==> src/shared/lts_pkg.sv <==
// Constants, types and register map of the layered trigger sequencer
package lts_pkg;

  // ----------------------------------------------------------------
  // Timing
  // ----------------------------------------------------------------
  localparam int CLK_PERIOD_NS = 10;
  localparam int MS_NS         = 1_000_000;
  localparam int MS_CYCLES     = (MS_NS + CLK_PERIOD_NS - 1) / CLK_PERIOD_NS;
  localparam int PRE_W         = 17;

  // ----------------------------------------------------------------
  // Widths and limits
  // ----------------------------------------------------------------
  localparam int ADDR_W   = 8;
  localparam int DATA_W   = 32;
  localparam int MS_W     = 30;
  localparam int CNT_W    = 17;
  localparam int SRC_W    = 3;
  localparam int TB_LINES = 6;
  localparam int TB_SEL_W = 3;
  localparam logic [MS_W-1:0]  MS_MAX   = 30'h3B9AC9FF;
  localparam logic [MS_W-1:0]  MS_ONE   = 30'h0000001;
  localparam logic [CNT_W-1:0] LOOP_MAX = 17'h1869F;
  localparam logic [CNT_W-1:0] CNT_ONE  = 17'h00001;

  // ----------------------------------------------------------------
  // Register offsets
  // ----------------------------------------------------------------
  localparam logic [ADDR_W-1:0] REG_CTRL       = 8'h00;
  localparam logic [ADDR_W-1:0] REG_SCAN_DELAY = 8'h04;
  localparam logic [ADDR_W-1:0] REG_SCAN_TIMER = 8'h08;
  localparam logic [ADDR_W-1:0] REG_SCAN_COUNT = 8'h0C;
  localparam logic [ADDR_W-1:0] REG_ARM_COUNT  = 8'h10;
  localparam logic [ADDR_W-1:0] REG_ALARM_TIME = 8'h14;
  localparam logic [ADDR_W-1:0] REG_ALARM_DATE = 8'h18;
  localparam logic [ADDR_W-1:0] REG_STATUS     = 8'h1C;
  localparam logic [ADDR_W-1:0] REG_SCAN_PASS  = 8'h20;
  localparam logic [ADDR_W-1:0] REG_ARM_PASS   = 8'h24;

  // ----------------------------------------------------------------
  // Field positions
  // ----------------------------------------------------------------
  localparam int CTRL_START    = 0;
  localparam int CTRL_ARM_SRC  = 1;
  localparam int CTRL_SCAN_SRC = 4;
  localparam int CTRL_ARM_BYP  = 7;
  localparam int CTRL_SCAN_BYP = 8;
  localparam int CTRL_MEAS_BYP = 9;
  localparam int CTRL_TB_IN    = 10;
  localparam int CTRL_TB_OUT   = 13;
  localparam int TIME_SEC      = 0;
  localparam int TIME_MIN      = 6;
  localparam int TIME_HOUR     = 12;
  localparam int TIME_PM       = 17;
  localparam int TIME_FMT12    = 18;
  localparam int DATE_DAY      = 0;
  localparam int DATE_MONTH    = 5;
  localparam int DATE_YEAR     = 9;
  localparam int STAT_STATE    = 0;
  localparam int STAT_CLASH    = 3;
  localparam int STAT_TMR_DONE = 4;

  localparam logic [4:0] HOURS_HALF_DAY = 5'h0C;

  // ----------------------------------------------------------------
  // Event sources
  // ----------------------------------------------------------------
  localparam logic [SRC_W-1:0] SRC_IMM   = 3'h0;
  localparam logic [SRC_W-1:0] SRC_EXT   = 3'h1;
  localparam logic [SRC_W-1:0] SRC_MAN   = 3'h2;
  localparam logic [SRC_W-1:0] SRC_BUS   = 3'h3;
  localparam logic [SRC_W-1:0] SRC_TBUS  = 3'h4;
  localparam logic [SRC_W-1:0] SRC_TIMER = 3'h5;
  localparam logic [SRC_W-1:0] SRC_CAL   = 3'h6;
  localparam logic [SRC_W-1:0] SRC_HOLD  = 3'h7;

  // ----------------------------------------------------------------
  // Types
  // ----------------------------------------------------------------
  typedef enum logic [2:0] {
    LTS_IDLE, LTS_ARM_WAIT, LTS_SCAN_WAIT, LTS_SCAN_DELAY, LTS_MEAS_WAIT, LTS_ACTION
  } lts_layer_t;

  typedef struct packed {
    logic                ext_pulse;
    logic                fire_key;
    logic                bus_front_panel_fire_key;
    logic                meas_event;
    logic                act_done;
    logic [TB_LINES-1:0] tbus_in;
  } lts_evt_t;

  typedef struct packed {
    logic [11:0] year;
    logic [3:0]  month;
    logic [4:0]  day;
    logic [4:0]  hour;
    logic [5:0]  minute;
    logic [5:0]  second;
  } lts_cal_t;

  typedef struct packed {
    lts_layer_t          st;
    logic [SRC_W-1:0]    arm_src;
    logic [SRC_W-1:0]    scan_src;
    logic                arm_byp;
    logic                scan_byp;
    logic                meas_byp;
    logic [TB_SEL_W-1:0] tb_in_sel;
    logic [TB_SEL_W-1:0] tb_out_sel;
    logic [MS_W-1:0]     scan_delay;
    logic [MS_W-1:0]     scan_interval;
    logic [CNT_W-1:0]    scan_count;
    logic [CNT_W-1:0]    arm_count;
    lts_cal_t            alarm;
    logic                alarm_pm;
    logic                alarm_fmt12;
    logic                arm_first;
    logic                scan_first;
    logic                meas_first;
    logic [CNT_W-1:0]    arm_cnt;
    logic [CNT_W-1:0]    scan_cnt;
    logic [MS_W-1:0]     dly_ms;
    logic [PRE_W-1:0]    dly_pre;
    logic [MS_W-1:0]     tmr_ms;
    logic [PRE_W-1:0]    tmr_pre;
    logic                tmr_run;
    logic                tmr_done;
    lts_evt_t            evt_prev;
    logic                cal_prev;
    logic [DATA_W-1:0]   rd_data;
    logic                act_start;
    logic                done_out;
    logic                ext_out;
    logic [TB_LINES-1:0] tbus_out;
  } lts_state_t;

endpackage

==> src/lts_sequencer.sv <==
// Arm, scan and measure layer trigger sequencer with register port
`timescale 1ns/1ps

module lts_sequencer #(
  parameter int MS_CYCLES = lts_pkg::MS_CYCLES
) (
  input  wire logic                                sys_clk,
  input  wire logic                                rst,
  input  wire logic [lts_pkg::ADDR_W-1:0]          reg_addr,
  input  wire logic [lts_pkg::DATA_W-1:0]          reg_wdata,
  input  wire logic                                reg_wr,
  input  wire logic                                reg_rd,
  output logic      [lts_pkg::DATA_W-1:0]          reg_rdata,
  input  wire lts_pkg::lts_evt_t                   evt_in,
  input  wire lts_pkg::lts_cal_t                   cal_now,
  output logic                                     act_start,
  output logic                                     done_out,
  output logic                                     ext_out,
  output logic      [lts_pkg::TB_LINES-1:0]        tbus_out
);

  localparam logic [lts_pkg::PRE_W-1:0] PRE_LAST = lts_pkg::PRE_W'(MS_CYCLES - 1);

  // ----------------------------------------------------------------
  // Helpers
  // ----------------------------------------------------------------
  function automatic logic src_hit(
    input logic [lts_pkg::SRC_W-1:0] src,
    input logic                      ext,
    input logic                      key,
    input logic                      bus,
    input logic                      tb,
    input logic                      tmr,
    input logic                      cal
  );
    case (src)
      lts_pkg::SRC_IMM:   src_hit = 1'b1;
      lts_pkg::SRC_EXT:   src_hit = ext | key;
      lts_pkg::SRC_MAN:   src_hit = key;
      lts_pkg::SRC_BUS:   src_hit = bus | key;
      lts_pkg::SRC_TBUS:  src_hit = tb | key;
      lts_pkg::SRC_TIMER: src_hit = tmr;
      lts_pkg::SRC_CAL:   src_hit = cal;
      lts_pkg::SRC_HOLD:  src_hit = 1'b0;
      default:            src_hit = 1'b0;
    endcase
  endfunction

  function automatic logic [lts_pkg::MS_W-1:0] clamp_ms(
    input logic [lts_pkg::DATA_W-1:0] v,
    input logic                       nonzero
  );
    if (v > lts_pkg::DATA_W'(lts_pkg::MS_MAX))
      clamp_ms = lts_pkg::MS_MAX;
    else if (nonzero && v == '0)
      clamp_ms = lts_pkg::MS_ONE;
    else
      clamp_ms = v[lts_pkg::MS_W-1:0];
  endfunction

  function automatic logic [lts_pkg::CNT_W-1:0] clamp_cnt(input logic [lts_pkg::DATA_W-1:0] v);
    if (v > lts_pkg::DATA_W'(lts_pkg::LOOP_MAX))
      clamp_cnt = lts_pkg::LOOP_MAX;
    else
      clamp_cnt = v[lts_pkg::CNT_W-1:0];
  endfunction

  // Zero count means loop forever
  function automatic logic loop_again(
    input logic [lts_pkg::CNT_W-1:0] limit,
    input logic [lts_pkg::CNT_W-1:0] done_cnt
  );
    loop_again = (limit == '0) || (done_cnt + lts_pkg::CNT_ONE < limit);
  endfunction

  function automatic logic [4:0] hour_24(
    input logic [4:0] h,
    input logic       pm,
    input logic       fmt12
  );
    if (!fmt12)
      hour_24 = h;
    else if (h == lts_pkg::HOURS_HALF_DAY)
      hour_24 = pm ? lts_pkg::HOURS_HALF_DAY : 5'h00;
    else
      hour_24 = pm ? h + lts_pkg::HOURS_HALF_DAY : h;
  endfunction

  // ----------------------------------------------------------------
  // State
  // ----------------------------------------------------------------
  lts_pkg::lts_state_t s_reg;
  lts_pkg::lts_state_t s_next;

  assign reg_rdata = s_reg.rd_data;
  assign act_start = s_reg.act_start;
  assign done_out  = s_reg.done_out;
  assign ext_out   = s_reg.ext_out;
  assign tbus_out  = s_reg.tbus_out;

  // ----------------------------------------------------------------
  // Next state
  // ----------------------------------------------------------------
  always_comb
  begin
    lts_pkg::lts_evt_t rise;
    logic              clash;
    logic              tb_edge;
    logic              cal_match;
    logic              arm_ev;
    logic              scan_ev;
    logic              meas_ev;
    logic              front_panel_fire_key_pulse;
    logic              tbus_src;
    rise       = '0;
    clash      = 1'b0;
    tb_edge    = 1'b0;
    cal_match  = 1'b0;
    arm_ev     = 1'b0;
    scan_ev    = 1'b0;
    meas_ev    = 1'b0;
    front_panel_fire_key_pulse = 1'b0;
    tbus_src   = 1'b0;
    s_next     = s_reg;

    s_next.act_start = 1'b0;
    s_next.done_out  = 1'b0;
    s_next.ext_out   = 1'b0;
    s_next.tbus_out  = '0;
    s_next.rd_data   = '0;

    // Edges only count where a wait state looks at them; no queueing
    rise            = evt_in & ~s_reg.evt_prev;
    s_next.evt_prev = evt_in;

    clash = (s_reg.tb_in_sel == s_reg.tb_out_sel)
         || (s_reg.tb_in_sel >= lts_pkg::TB_SEL_W'(lts_pkg::TB_LINES));
    if (!clash)
      tb_edge = rise.tbus_in[s_reg.tb_in_sel];

    cal_match = (cal_now.second == s_reg.alarm.second)
             && (cal_now.minute == s_reg.alarm.minute)
             && (cal_now.hour   == hour_24(s_reg.alarm.hour, s_reg.alarm_pm,
                                           s_reg.alarm_fmt12))
             && (cal_now.day    == s_reg.alarm.day)
             && (cal_now.month  == s_reg.alarm.month)
             && (cal_now.year   == s_reg.alarm.year);
    s_next.cal_prev = cal_match;

    arm_ev = (s_reg.arm_first && s_reg.arm_byp)
          || src_hit(s_reg.arm_src, rise.ext_pulse, rise.fire_key, rise.bus_front_panel_fire_key,
                     tb_edge, 1'b0, cal_match && !s_reg.cal_prev);
    scan_ev = (s_reg.scan_first && s_reg.scan_byp)
           || src_hit(s_reg.scan_src, rise.ext_pulse, rise.fire_key, rise.bus_front_panel_fire_key,
                      tb_edge, s_reg.tmr_done || rise.fire_key, 1'b0);
    meas_ev = (s_reg.meas_first && s_reg.meas_byp) || rise.meas_event;

    // ---------------- Scan interval timer ----------------
    // Runs through the whole sequence; a late expiry waits at scan wait
    if (s_reg.tmr_run)
    begin
      if (s_reg.tmr_pre == PRE_LAST)
      begin
        s_next.tmr_pre = '0;
        s_next.tmr_ms  = s_reg.tmr_ms - lts_pkg::MS_ONE;
        if (s_reg.tmr_ms == lts_pkg::MS_ONE)
        begin
          s_next.tmr_run  = 1'b0;
          s_next.tmr_done = 1'b1;
        end
      end
      else
        s_next.tmr_pre = s_reg.tmr_pre + 1'b1;
    end

    // ---------------- Layer sequencing ----------------
    case (s_reg.st)
      lts_pkg::LTS_IDLE:
      begin
        if (reg_wr && reg_addr == lts_pkg::REG_CTRL && reg_wdata[lts_pkg::CTRL_START])
        begin
          s_next.st        = lts_pkg::LTS_ARM_WAIT;
          s_next.arm_first = 1'b1;
          s_next.arm_cnt   = '0;
        end
      end
      lts_pkg::LTS_ARM_WAIT:
      begin
        if (arm_ev)
        begin
          s_next.st         = lts_pkg::LTS_SCAN_WAIT;
          s_next.arm_first  = 1'b0;
          s_next.scan_first = 1'b1;
          s_next.scan_cnt   = '0;
          s_next.tmr_done   = 1'b1; // First timed scan starts at once
          s_next.tmr_run    = 1'b0;
        end
      end
      lts_pkg::LTS_SCAN_WAIT:
      begin
        if (scan_ev)
        begin
          s_next.scan_first = 1'b0;
          s_next.tmr_done   = 1'b0;
          s_next.tmr_run    = 1'b1;
          s_next.tmr_pre    = '0;
          s_next.tmr_ms     = s_reg.scan_interval;
          s_next.dly_ms     = s_reg.scan_delay;
          s_next.dly_pre    = '0;
          if (s_reg.scan_delay == '0)
          begin
            s_next.st         = lts_pkg::LTS_MEAS_WAIT;
            s_next.meas_first = 1'b1;
          end
          else
            s_next.st = lts_pkg::LTS_SCAN_DELAY;
        end
      end
      lts_pkg::LTS_SCAN_DELAY:
      begin
        if (s_reg.dly_pre == PRE_LAST)
        begin
          s_next.dly_pre = '0;
          s_next.dly_ms  = s_reg.dly_ms - lts_pkg::MS_ONE;
          if (s_reg.dly_ms == lts_pkg::MS_ONE)
          begin
            s_next.st         = lts_pkg::LTS_MEAS_WAIT;
            s_next.meas_first = 1'b1;
          end
        end
        else
          s_next.dly_pre = s_reg.dly_pre + 1'b1;
      end
      lts_pkg::LTS_MEAS_WAIT:
      begin
        if (meas_ev)
        begin
          s_next.st         = lts_pkg::LTS_ACTION;
          s_next.meas_first = 1'b0;
          s_next.act_start  = 1'b1;
        end
      end
      lts_pkg::LTS_ACTION:
      begin
        if (rise.act_done)
        begin
          s_next.done_out = 1'b1;
          if (loop_again(s_reg.scan_count, s_reg.scan_cnt))
          begin
            s_next.st       = lts_pkg::LTS_SCAN_WAIT;
            s_next.scan_cnt = s_reg.scan_cnt + lts_pkg::CNT_ONE;
            front_panel_fire_key_pulse      = s_reg.scan_byp;
            tbus_src        = (s_reg.scan_src == lts_pkg::SRC_TBUS);
          end
          else
          begin
            s_next.scan_cnt = '0;
            front_panel_fire_key_pulse      = s_reg.arm_byp;
            tbus_src        = (s_reg.arm_src == lts_pkg::SRC_TBUS);
            if (loop_again(s_reg.arm_count, s_reg.arm_cnt))
            begin
              s_next.st      = lts_pkg::LTS_ARM_WAIT;
              s_next.arm_cnt = s_reg.arm_cnt + lts_pkg::CNT_ONE;
            end
            else
            begin
              s_next.st      = lts_pkg::LTS_IDLE;
              s_next.arm_cnt = '0;
            end
          end
        end
      end
      default:
        s_next.st = lts_pkg::LTS_IDLE;
    endcase

    // Return-path trigger goes to the bus line when that source uses it and the selected lines are valid and distinct
    if (front_panel_fire_key_pulse)
    begin
      if (tbus_src && !clash && (s_reg.tb_out_sel < lts_pkg::TB_SEL_W'(lts_pkg::TB_LINES)))
        s_next.tbus_out[s_reg.tb_out_sel] = 1'b1;
      else
        s_next.ext_out = 1'b1;
    end

    // ---------------- Register writes ----------------
    if (reg_wr)
    begin
      case (reg_addr)
        lts_pkg::REG_CTRL:
        begin
          s_next.arm_src    = reg_wdata[lts_pkg::CTRL_ARM_SRC +: lts_pkg::SRC_W];
          s_next.scan_src   = reg_wdata[lts_pkg::CTRL_SCAN_SRC +: lts_pkg::SRC_W];
          s_next.arm_byp    = reg_wdata[lts_pkg::CTRL_ARM_BYP];
          s_next.scan_byp   = reg_wdata[lts_pkg::CTRL_SCAN_BYP];
          s_next.meas_byp   = reg_wdata[lts_pkg::CTRL_MEAS_BYP];
          s_next.tb_in_sel  = reg_wdata[lts_pkg::CTRL_TB_IN +: lts_pkg::TB_SEL_W];
          s_next.tb_out_sel = reg_wdata[lts_pkg::CTRL_TB_OUT +: lts_pkg::TB_SEL_W];
        end
        lts_pkg::REG_SCAN_DELAY: s_next.scan_delay    = clamp_ms(reg_wdata, 1'b0);
        lts_pkg::REG_SCAN_TIMER: s_next.scan_interval = clamp_ms(reg_wdata, 1'b1);
        lts_pkg::REG_SCAN_COUNT: s_next.scan_count    = clamp_cnt(reg_wdata);
        lts_pkg::REG_ARM_COUNT:  s_next.arm_count     = clamp_cnt(reg_wdata);
        lts_pkg::REG_ALARM_TIME:
        begin
          s_next.alarm.second = reg_wdata[lts_pkg::TIME_SEC +: 6];
          s_next.alarm.minute = reg_wdata[lts_pkg::TIME_MIN +: 6];
          s_next.alarm.hour   = reg_wdata[lts_pkg::TIME_HOUR +: 5];
          s_next.alarm_pm     = reg_wdata[lts_pkg::TIME_PM];
          s_next.alarm_fmt12  = reg_wdata[lts_pkg::TIME_FMT12];
        end
        lts_pkg::REG_ALARM_DATE:
        begin
          s_next.alarm.day   = reg_wdata[lts_pkg::DATE_DAY +: 5];
          s_next.alarm.month = reg_wdata[lts_pkg::DATE_MONTH +: 4];
          s_next.alarm.year  = reg_wdata[lts_pkg::DATE_YEAR +: 12];
        end
        default:
        begin
        end
      endcase
    end

    // ---------------- Register reads ----------------
    if (reg_rd)
    begin
      case (reg_addr)
        lts_pkg::REG_CTRL:
        begin
          s_next.rd_data[lts_pkg::CTRL_ARM_SRC +: lts_pkg::SRC_W]   = s_reg.arm_src;
          s_next.rd_data[lts_pkg::CTRL_SCAN_SRC +: lts_pkg::SRC_W]  = s_reg.scan_src;
          s_next.rd_data[lts_pkg::CTRL_ARM_BYP]                     = s_reg.arm_byp;
          s_next.rd_data[lts_pkg::CTRL_SCAN_BYP]                    = s_reg.scan_byp;
          s_next.rd_data[lts_pkg::CTRL_MEAS_BYP]                    = s_reg.meas_byp;
          s_next.rd_data[lts_pkg::CTRL_TB_IN +: lts_pkg::TB_SEL_W]  = s_reg.tb_in_sel;
          s_next.rd_data[lts_pkg::CTRL_TB_OUT +: lts_pkg::TB_SEL_W] = s_reg.tb_out_sel;
        end
        lts_pkg::REG_SCAN_DELAY: s_next.rd_data[lts_pkg::MS_W-1:0]  = s_reg.scan_delay;
        lts_pkg::REG_SCAN_TIMER: s_next.rd_data[lts_pkg::MS_W-1:0]  = s_reg.scan_interval;
        lts_pkg::REG_SCAN_COUNT: s_next.rd_data[lts_pkg::CNT_W-1:0] = s_reg.scan_count;
        lts_pkg::REG_ARM_COUNT:  s_next.rd_data[lts_pkg::CNT_W-1:0] = s_reg.arm_count;
        lts_pkg::REG_ALARM_TIME:
        begin
          s_next.rd_data[lts_pkg::TIME_SEC +: 6]  = s_reg.alarm.second;
          s_next.rd_data[lts_pkg::TIME_MIN +: 6]  = s_reg.alarm.minute;
          s_next.rd_data[lts_pkg::TIME_HOUR +: 5] = s_reg.alarm.hour;
          s_next.rd_data[lts_pkg::TIME_PM]        = s_reg.alarm_pm;
          s_next.rd_data[lts_pkg::TIME_FMT12]     = s_reg.alarm_fmt12;
        end
        lts_pkg::REG_ALARM_DATE:
        begin
          s_next.rd_data[lts_pkg::DATE_DAY +: 5]   = s_reg.alarm.day;
          s_next.rd_data[lts_pkg::DATE_MONTH +: 4] = s_reg.alarm.month;
          s_next.rd_data[lts_pkg::DATE_YEAR +: 12] = s_reg.alarm.year;
        end
        lts_pkg::REG_STATUS:
        begin
          s_next.rd_data[lts_pkg::STAT_STATE +: 3] = s_reg.st;
          s_next.rd_data[lts_pkg::STAT_CLASH]      = clash;
          s_next.rd_data[lts_pkg::STAT_TMR_DONE]   = s_reg.tmr_done;
        end
        lts_pkg::REG_SCAN_PASS: s_next.rd_data[lts_pkg::CNT_W-1:0] = s_reg.scan_cnt;
        lts_pkg::REG_ARM_PASS:  s_next.rd_data[lts_pkg::CNT_W-1:0] = s_reg.arm_cnt;
        default:                s_next.rd_data = '0;
      endcase
    end
  end

  // ----------------------------------------------------------------
  // Registers
  // ----------------------------------------------------------------
  always_ff @(posedge sys_clk)
  begin
    if (rst)
    begin
      s_reg               <= '0;
      s_reg.st            <= lts_pkg::LTS_IDLE;
      s_reg.arm_src       <= lts_pkg::SRC_IMM;
      s_reg.scan_src      <= lts_pkg::SRC_IMM;
      s_reg.tb_out_sel    <= lts_pkg::TB_SEL_W'(1);
      s_reg.scan_interval <= lts_pkg::MS_ONE;
      s_reg.arm_count     <= lts_pkg::CNT_ONE;
    end
    else
      s_reg <= s_next;
  end

endmodule // lts_sequencer

==> config.mk <==
export PLATFORM = sky130hd
export DESIGN_NAME = lts_sequencer
export DESIGN_NICKNAME = d
export VERILOG_FILES = /design/src/shared/lts_pkg.sv /design/src/lts_sequencer.sv
export SDC_FILE = /design/constraint.sdc
export NUM_CORES = 1
export LEC_CHECK = 0
export ABC_AREA = 1
export BUFFER_PORTS_ARGS = -buffer_cell sky130_fd_sc_hd__buf_4
export CORE_MARGIN = 8
export CORE_UTILIZATION = 30
export CTS_BUF_LIST = sky130_fd_sc_hd__clkbuf_16
export DETAILED_ROUTE_END_ITERATION = 8
export SLEW_MARGIN = 20
export SYNTH_ARGS = -nofsm -noshare
export SYNTH_HDL_FRONTEND = slang
export SYNTH_SLANG_ARGS = --single-unit
==> constraint.sdc <==
create_clock -name sys_clk -period 9.6 [get_ports sys_clk]
set_input_delay 0.48 -clock sys_clk [delete_from_list [all_inputs] [get_ports sys_clk]]
set_output_delay 0.48 -clock sys_clk [all_outputs]
set_load 0.02 [all_outputs]
==> results.sh <==
export IMPL_p_per_area_mw_per_mm2=168
export IMPL_slew_violations=0
export IMPL_rsz0062_at_grt="false"
export IMPL_multi_input_area_mm2=0.00989
export IMPL_cts_tree="built"
export IMPL_worstPathArrival_ns=4.20
export IMPL_fin_tns_setup_ns=0
export IMPL_grt_pass1_wl_um=105000
export IMPL_path_cells="ha_1 > nand3_1 > nor3_2 > nand4_1 > nor2_1 > nand3_1 > xor2_1 > inv_1 > ha_1 > nand2_1 > inv_1 > nand3_1 > nor2_1 > nand4_1 > nand3_1 > nand2_1 > buf_4 > o21bai_1 > nand2_2 > inv_2 > o21ai_0 > nor2_1"
export IMPL_crit_path_start="s_reg[149]$_SDFFE_PP0P_"
export IMPL_yosys_area_share_simple_pct=26.6
export IMPL_hp_class="in2reg"
export IMPL_synthMuxAreaShare_pct=0
export IMPL_synth_compound_area_share_pct=19.0
export IMPL_rows=92
export IMPL_switching_share_pct=31.9
export IMPL_io_buffers=131
export IMPL_min_period_ns=3.69
export IMPL_cp_slowest_stage_delay_ns=0.40
export IMPL_postCtsSetupBuffers=0
export IMPL_post_synth_xor_area_fraction_pct=3.90
export IMPL_dp_hpwl_um=51900
export IMPL_largest_register_ffs=297
export IMPL_path_clk_slew_ns=0.06
export IMPL_fin_crit_sh_pct=38.5
export IMPL_crit_path_end_kind="register"
export IMPL_seq_area_frac_synth_pct=35.6
export IMPL_coreArea_mm2=0.0626
export IMPL_design_area_mm2=0.0214
export IMPL_path_class="reg2reg"
export IMPL_drt_wl_total_um=69200
export IMPL_drive_gt1_share_pct=9.53
export IMPL_syn_to_final_growth_pct=13.2
export IMPL_grt_ovfl_total=0
export IMPL_synthAdderAreaFrac_pct=2.78
export IMPL_drt_pass1_iterations=7
export IMPL_cts_hold_fix_buffers=0
export IMPL_critPathSlowestCell="dfxtp_1"
export IMPL_r2r_start="s_reg[149]$_SDFFE_PP0P_"
export IMPL_syn_area_mm2=0.0189
export IMPL_pwr_share_seq_pct=41.9
export IMPL_critical_path_buf_inv_count=4
export IMPL_p_int_mw=2.44
export IMPL_layout_nets=2957
export IMPL_crit_family="simple AND/OR/NAND/NOR gates"
export IMPL_syn_area_per_cell_um2=6.78
export IMPL_clock_skew_ns=0.0302
export IMPL_synth_edf_count=0
export IMPL_vias=18900
export IMPL_synth_cell_types=61
export IMPL_worst_ep_required_time_ns=10.11
export IMPL_die_area_mm2=0.0712
export IMPL_cts_max_path_buffers=3
export IMPL_place_gp_congestion=0.951
export IMPL_wl_per_cell_um=18.7
export IMPL_grt_antenna_before_repair=5
export IMPL_dp_cells=3626
export IMPL_grt_pass1_vias=17500
export IMPL_synthCells=2784
export IMPL_tightest_slew_ns=1.07
export IMPL_cts_resized=0
export IMPL_worstHoldStart="evt_in[10]"
export IMPL_gr_usage_all_layers_pct=18.7
export IMPL_ys_warn_count=0
export IMPL_power_switching_mw=1.15
export IMPL_synth_flop_cell="dfxtp_1"
export IMPL_relSlewSlack_pct=28.7
export IMPL_ant_nets=0
export IMPL_root_buffer="clkbuf_16"
export IMPL_die_x_um=267
export IMPL_leakage_nw=8.94
export IMPL_cp_max_fo=28
export IMPL_hold_viol_final=0
export IMPL_async_reset_ff_share_pct=0
export IMPL_p_comb_share_pct=19.9
export IMPL_dpl_cell_area_mm2=0.0203
export IMPL_vias_per_cell=5.13
export IMPL_p_clk_share_pct=38.2
export IMPL_cts_buffers=40
export IMPL_synth_top_family_by_area="simple AND/OR/NAND/NOR gates"
export IMPL_status="completed"
export IMPL_seq_area_mm2=0.00673
export IMPL_htree_levels=2
export IMPL_start_kind="register"
export IMPL_ios=134
export IMPL_irDropWorstVdd_mv=0.105
export IMPL_initial_core_util_pct=30.2
export IMPL_fmax_ghz=0.271
export IMPL_drc=0
export IMPL_die_h_um=267
export IMPL_clock_sinks=336
export IMPL_fin_cells=3691
export IMPL_grt_max_degree=99
export IMPL_drt_initial_drc_count=1761
export IMPL_cp_common_cell="nand3_1"
export IMPL_clk_latency_ns=0.57
export IMPL_final_fill_count=6864
export IMPL_setup_viol=0
export IMPL_ys_ff_latch=336
export IMPL_drv_cap=0
## synthesized netlist by cell type, types with 6 or more instances
cell,n,share of area [%]
nand2_2,7,0.23
nor3_2,7,0.37
o211ai_1,7,0.28
nand3b_1,8,0.32
a211oi_1,6,0.24
nand3_1,165,4.4
xnor2_1,22,1.0
clkbuf_1,64,1.3
xor2_1,62,2.9
nand4_1,66,2.2
ha_1,42,2.8
inv_2,28,0.56
nor2_2,10,0.33
a21oi_1,242,6.4
buf_1,8,0.16
o22ai_1,48,1.6
a31oi_1,56,1.9
buf_2,31,0.82
a221oi_1,10,0.46
nand2_1,502,10
o211a_1,8,0.42
buf_4,43,1.7
nor2_1,280,5.6
nor4_1,19,0.63
o21ai_1,36,0.95
inv_1,362,7.2
nor2_4,6,0.36
o21ai_0,203,5.4
nor3_1,39,1.0
dfxtp_1,336,36
## power by group through the flow
stage / clock network [mW] / registers, mW / logic (mW)
after floorplan: 0 / 1.51 / 0.506
after detailed placement: 0 / 1.53 / 0.703
after CTS: 1.40 / 1.50 / 0.706
after global routing: 1.45 / 1.51 / 0.799
final: 1.37 / 1.51 / 0.713
after global placement: 0 / 1.53 / 0.702
## final cells by class
| type | count | area share (%) |
|---|---|---|
| multi-input cells | 1903 | 46.2 |
| inverters | 394 | 6.93 |
| repair buffers | 147 | 5.16 |
| flip-flops and latches | 336 | 31.5 |
| clock inverters | 23 | 0.451 |
| well taps | 846 | 4.95 |
| diodes | 1 | 0.0117 |
| clock buffers | 41 | 4.80 |
## metal layers
| metal | vias to the layer above | global-route usage [%] | share of wire, % |
|---|---|---|---|
| li1 | 9261 | - | - |
| met1 | 8758 | 24.1 | 43 |
| met2 | 725 | 29.7 | 44 |
| met3 | 186 | 4.30 | 8.2 |
| met4 | 4 | 8.35 | 4.7 |
| met5 | - | 0 | 0.043 |
## tightest hold or removal path: stages
cell,delay [ns]
buf_4,0.09
inv_1,0.03
nor2_1,0.06
## through the flow
step                hold WS [ns]  setup slack, ns  total power [mW]  utilization [%]
detailed placement         0.439             5.96              2.24             32.3
finish                     0.146             5.91              3.59             34.1
global placement           0.435             5.97              2.24             32.3
floorplan                  0.426             6.54              2.02                -
global route               0.134             5.43              3.76             34.1
CTS                        0.119             5.94              3.61             34.1
## final timing paths
kind,to,slack [ns],cells past startpoint
min reg2reg,s_reg[183]$_SDFFE_PP0P_,0.45,2
max reg2reg,s_reg[171]$_SDFFE_PP0P_,5.91,22
max,s_reg[171]$_SDFFE_PP0P_,5.91,22
min,s_reg[52]$_SDFF_PP0_,0.15,3
## placed cells by master (no fill, tap or decap), types with 19 or more instances in the layout
cell / synthesis / layout
nand4_1: 66 / 66
nand2_1: 502 / 502
inv_2: 28 / 28
o21ai_0: 203 / 203
buf_4: 43 / 147
inv_1: 362 / 374
a31oi_1: 56 / 56
nor2_1: 280 / 280
xor2_1: 62 / 62
xnor2_1: 22 / 22
ha_1: 42 / 42
o21ai_1: 36 / 36
o22ai_1: 48 / 48
nor4_1: 19 / 19
nor3_1: 39 / 39
nand3_1: 165 / 165
a21oi_1: 242 / 242
dfxtp_1: 336 / 336
clkbuf_16: 0 / 41
## kinds of logic after synthesis
family | Yosys count
buffers and inverters | 546
other | 1
xor gates and xnor gates | 84
and+or+nand+nor | 1130
adders and majority gates | 42
DFF | 336
AOI/OAI and AO/OA | 645
(Power assumes the default switching activity.)
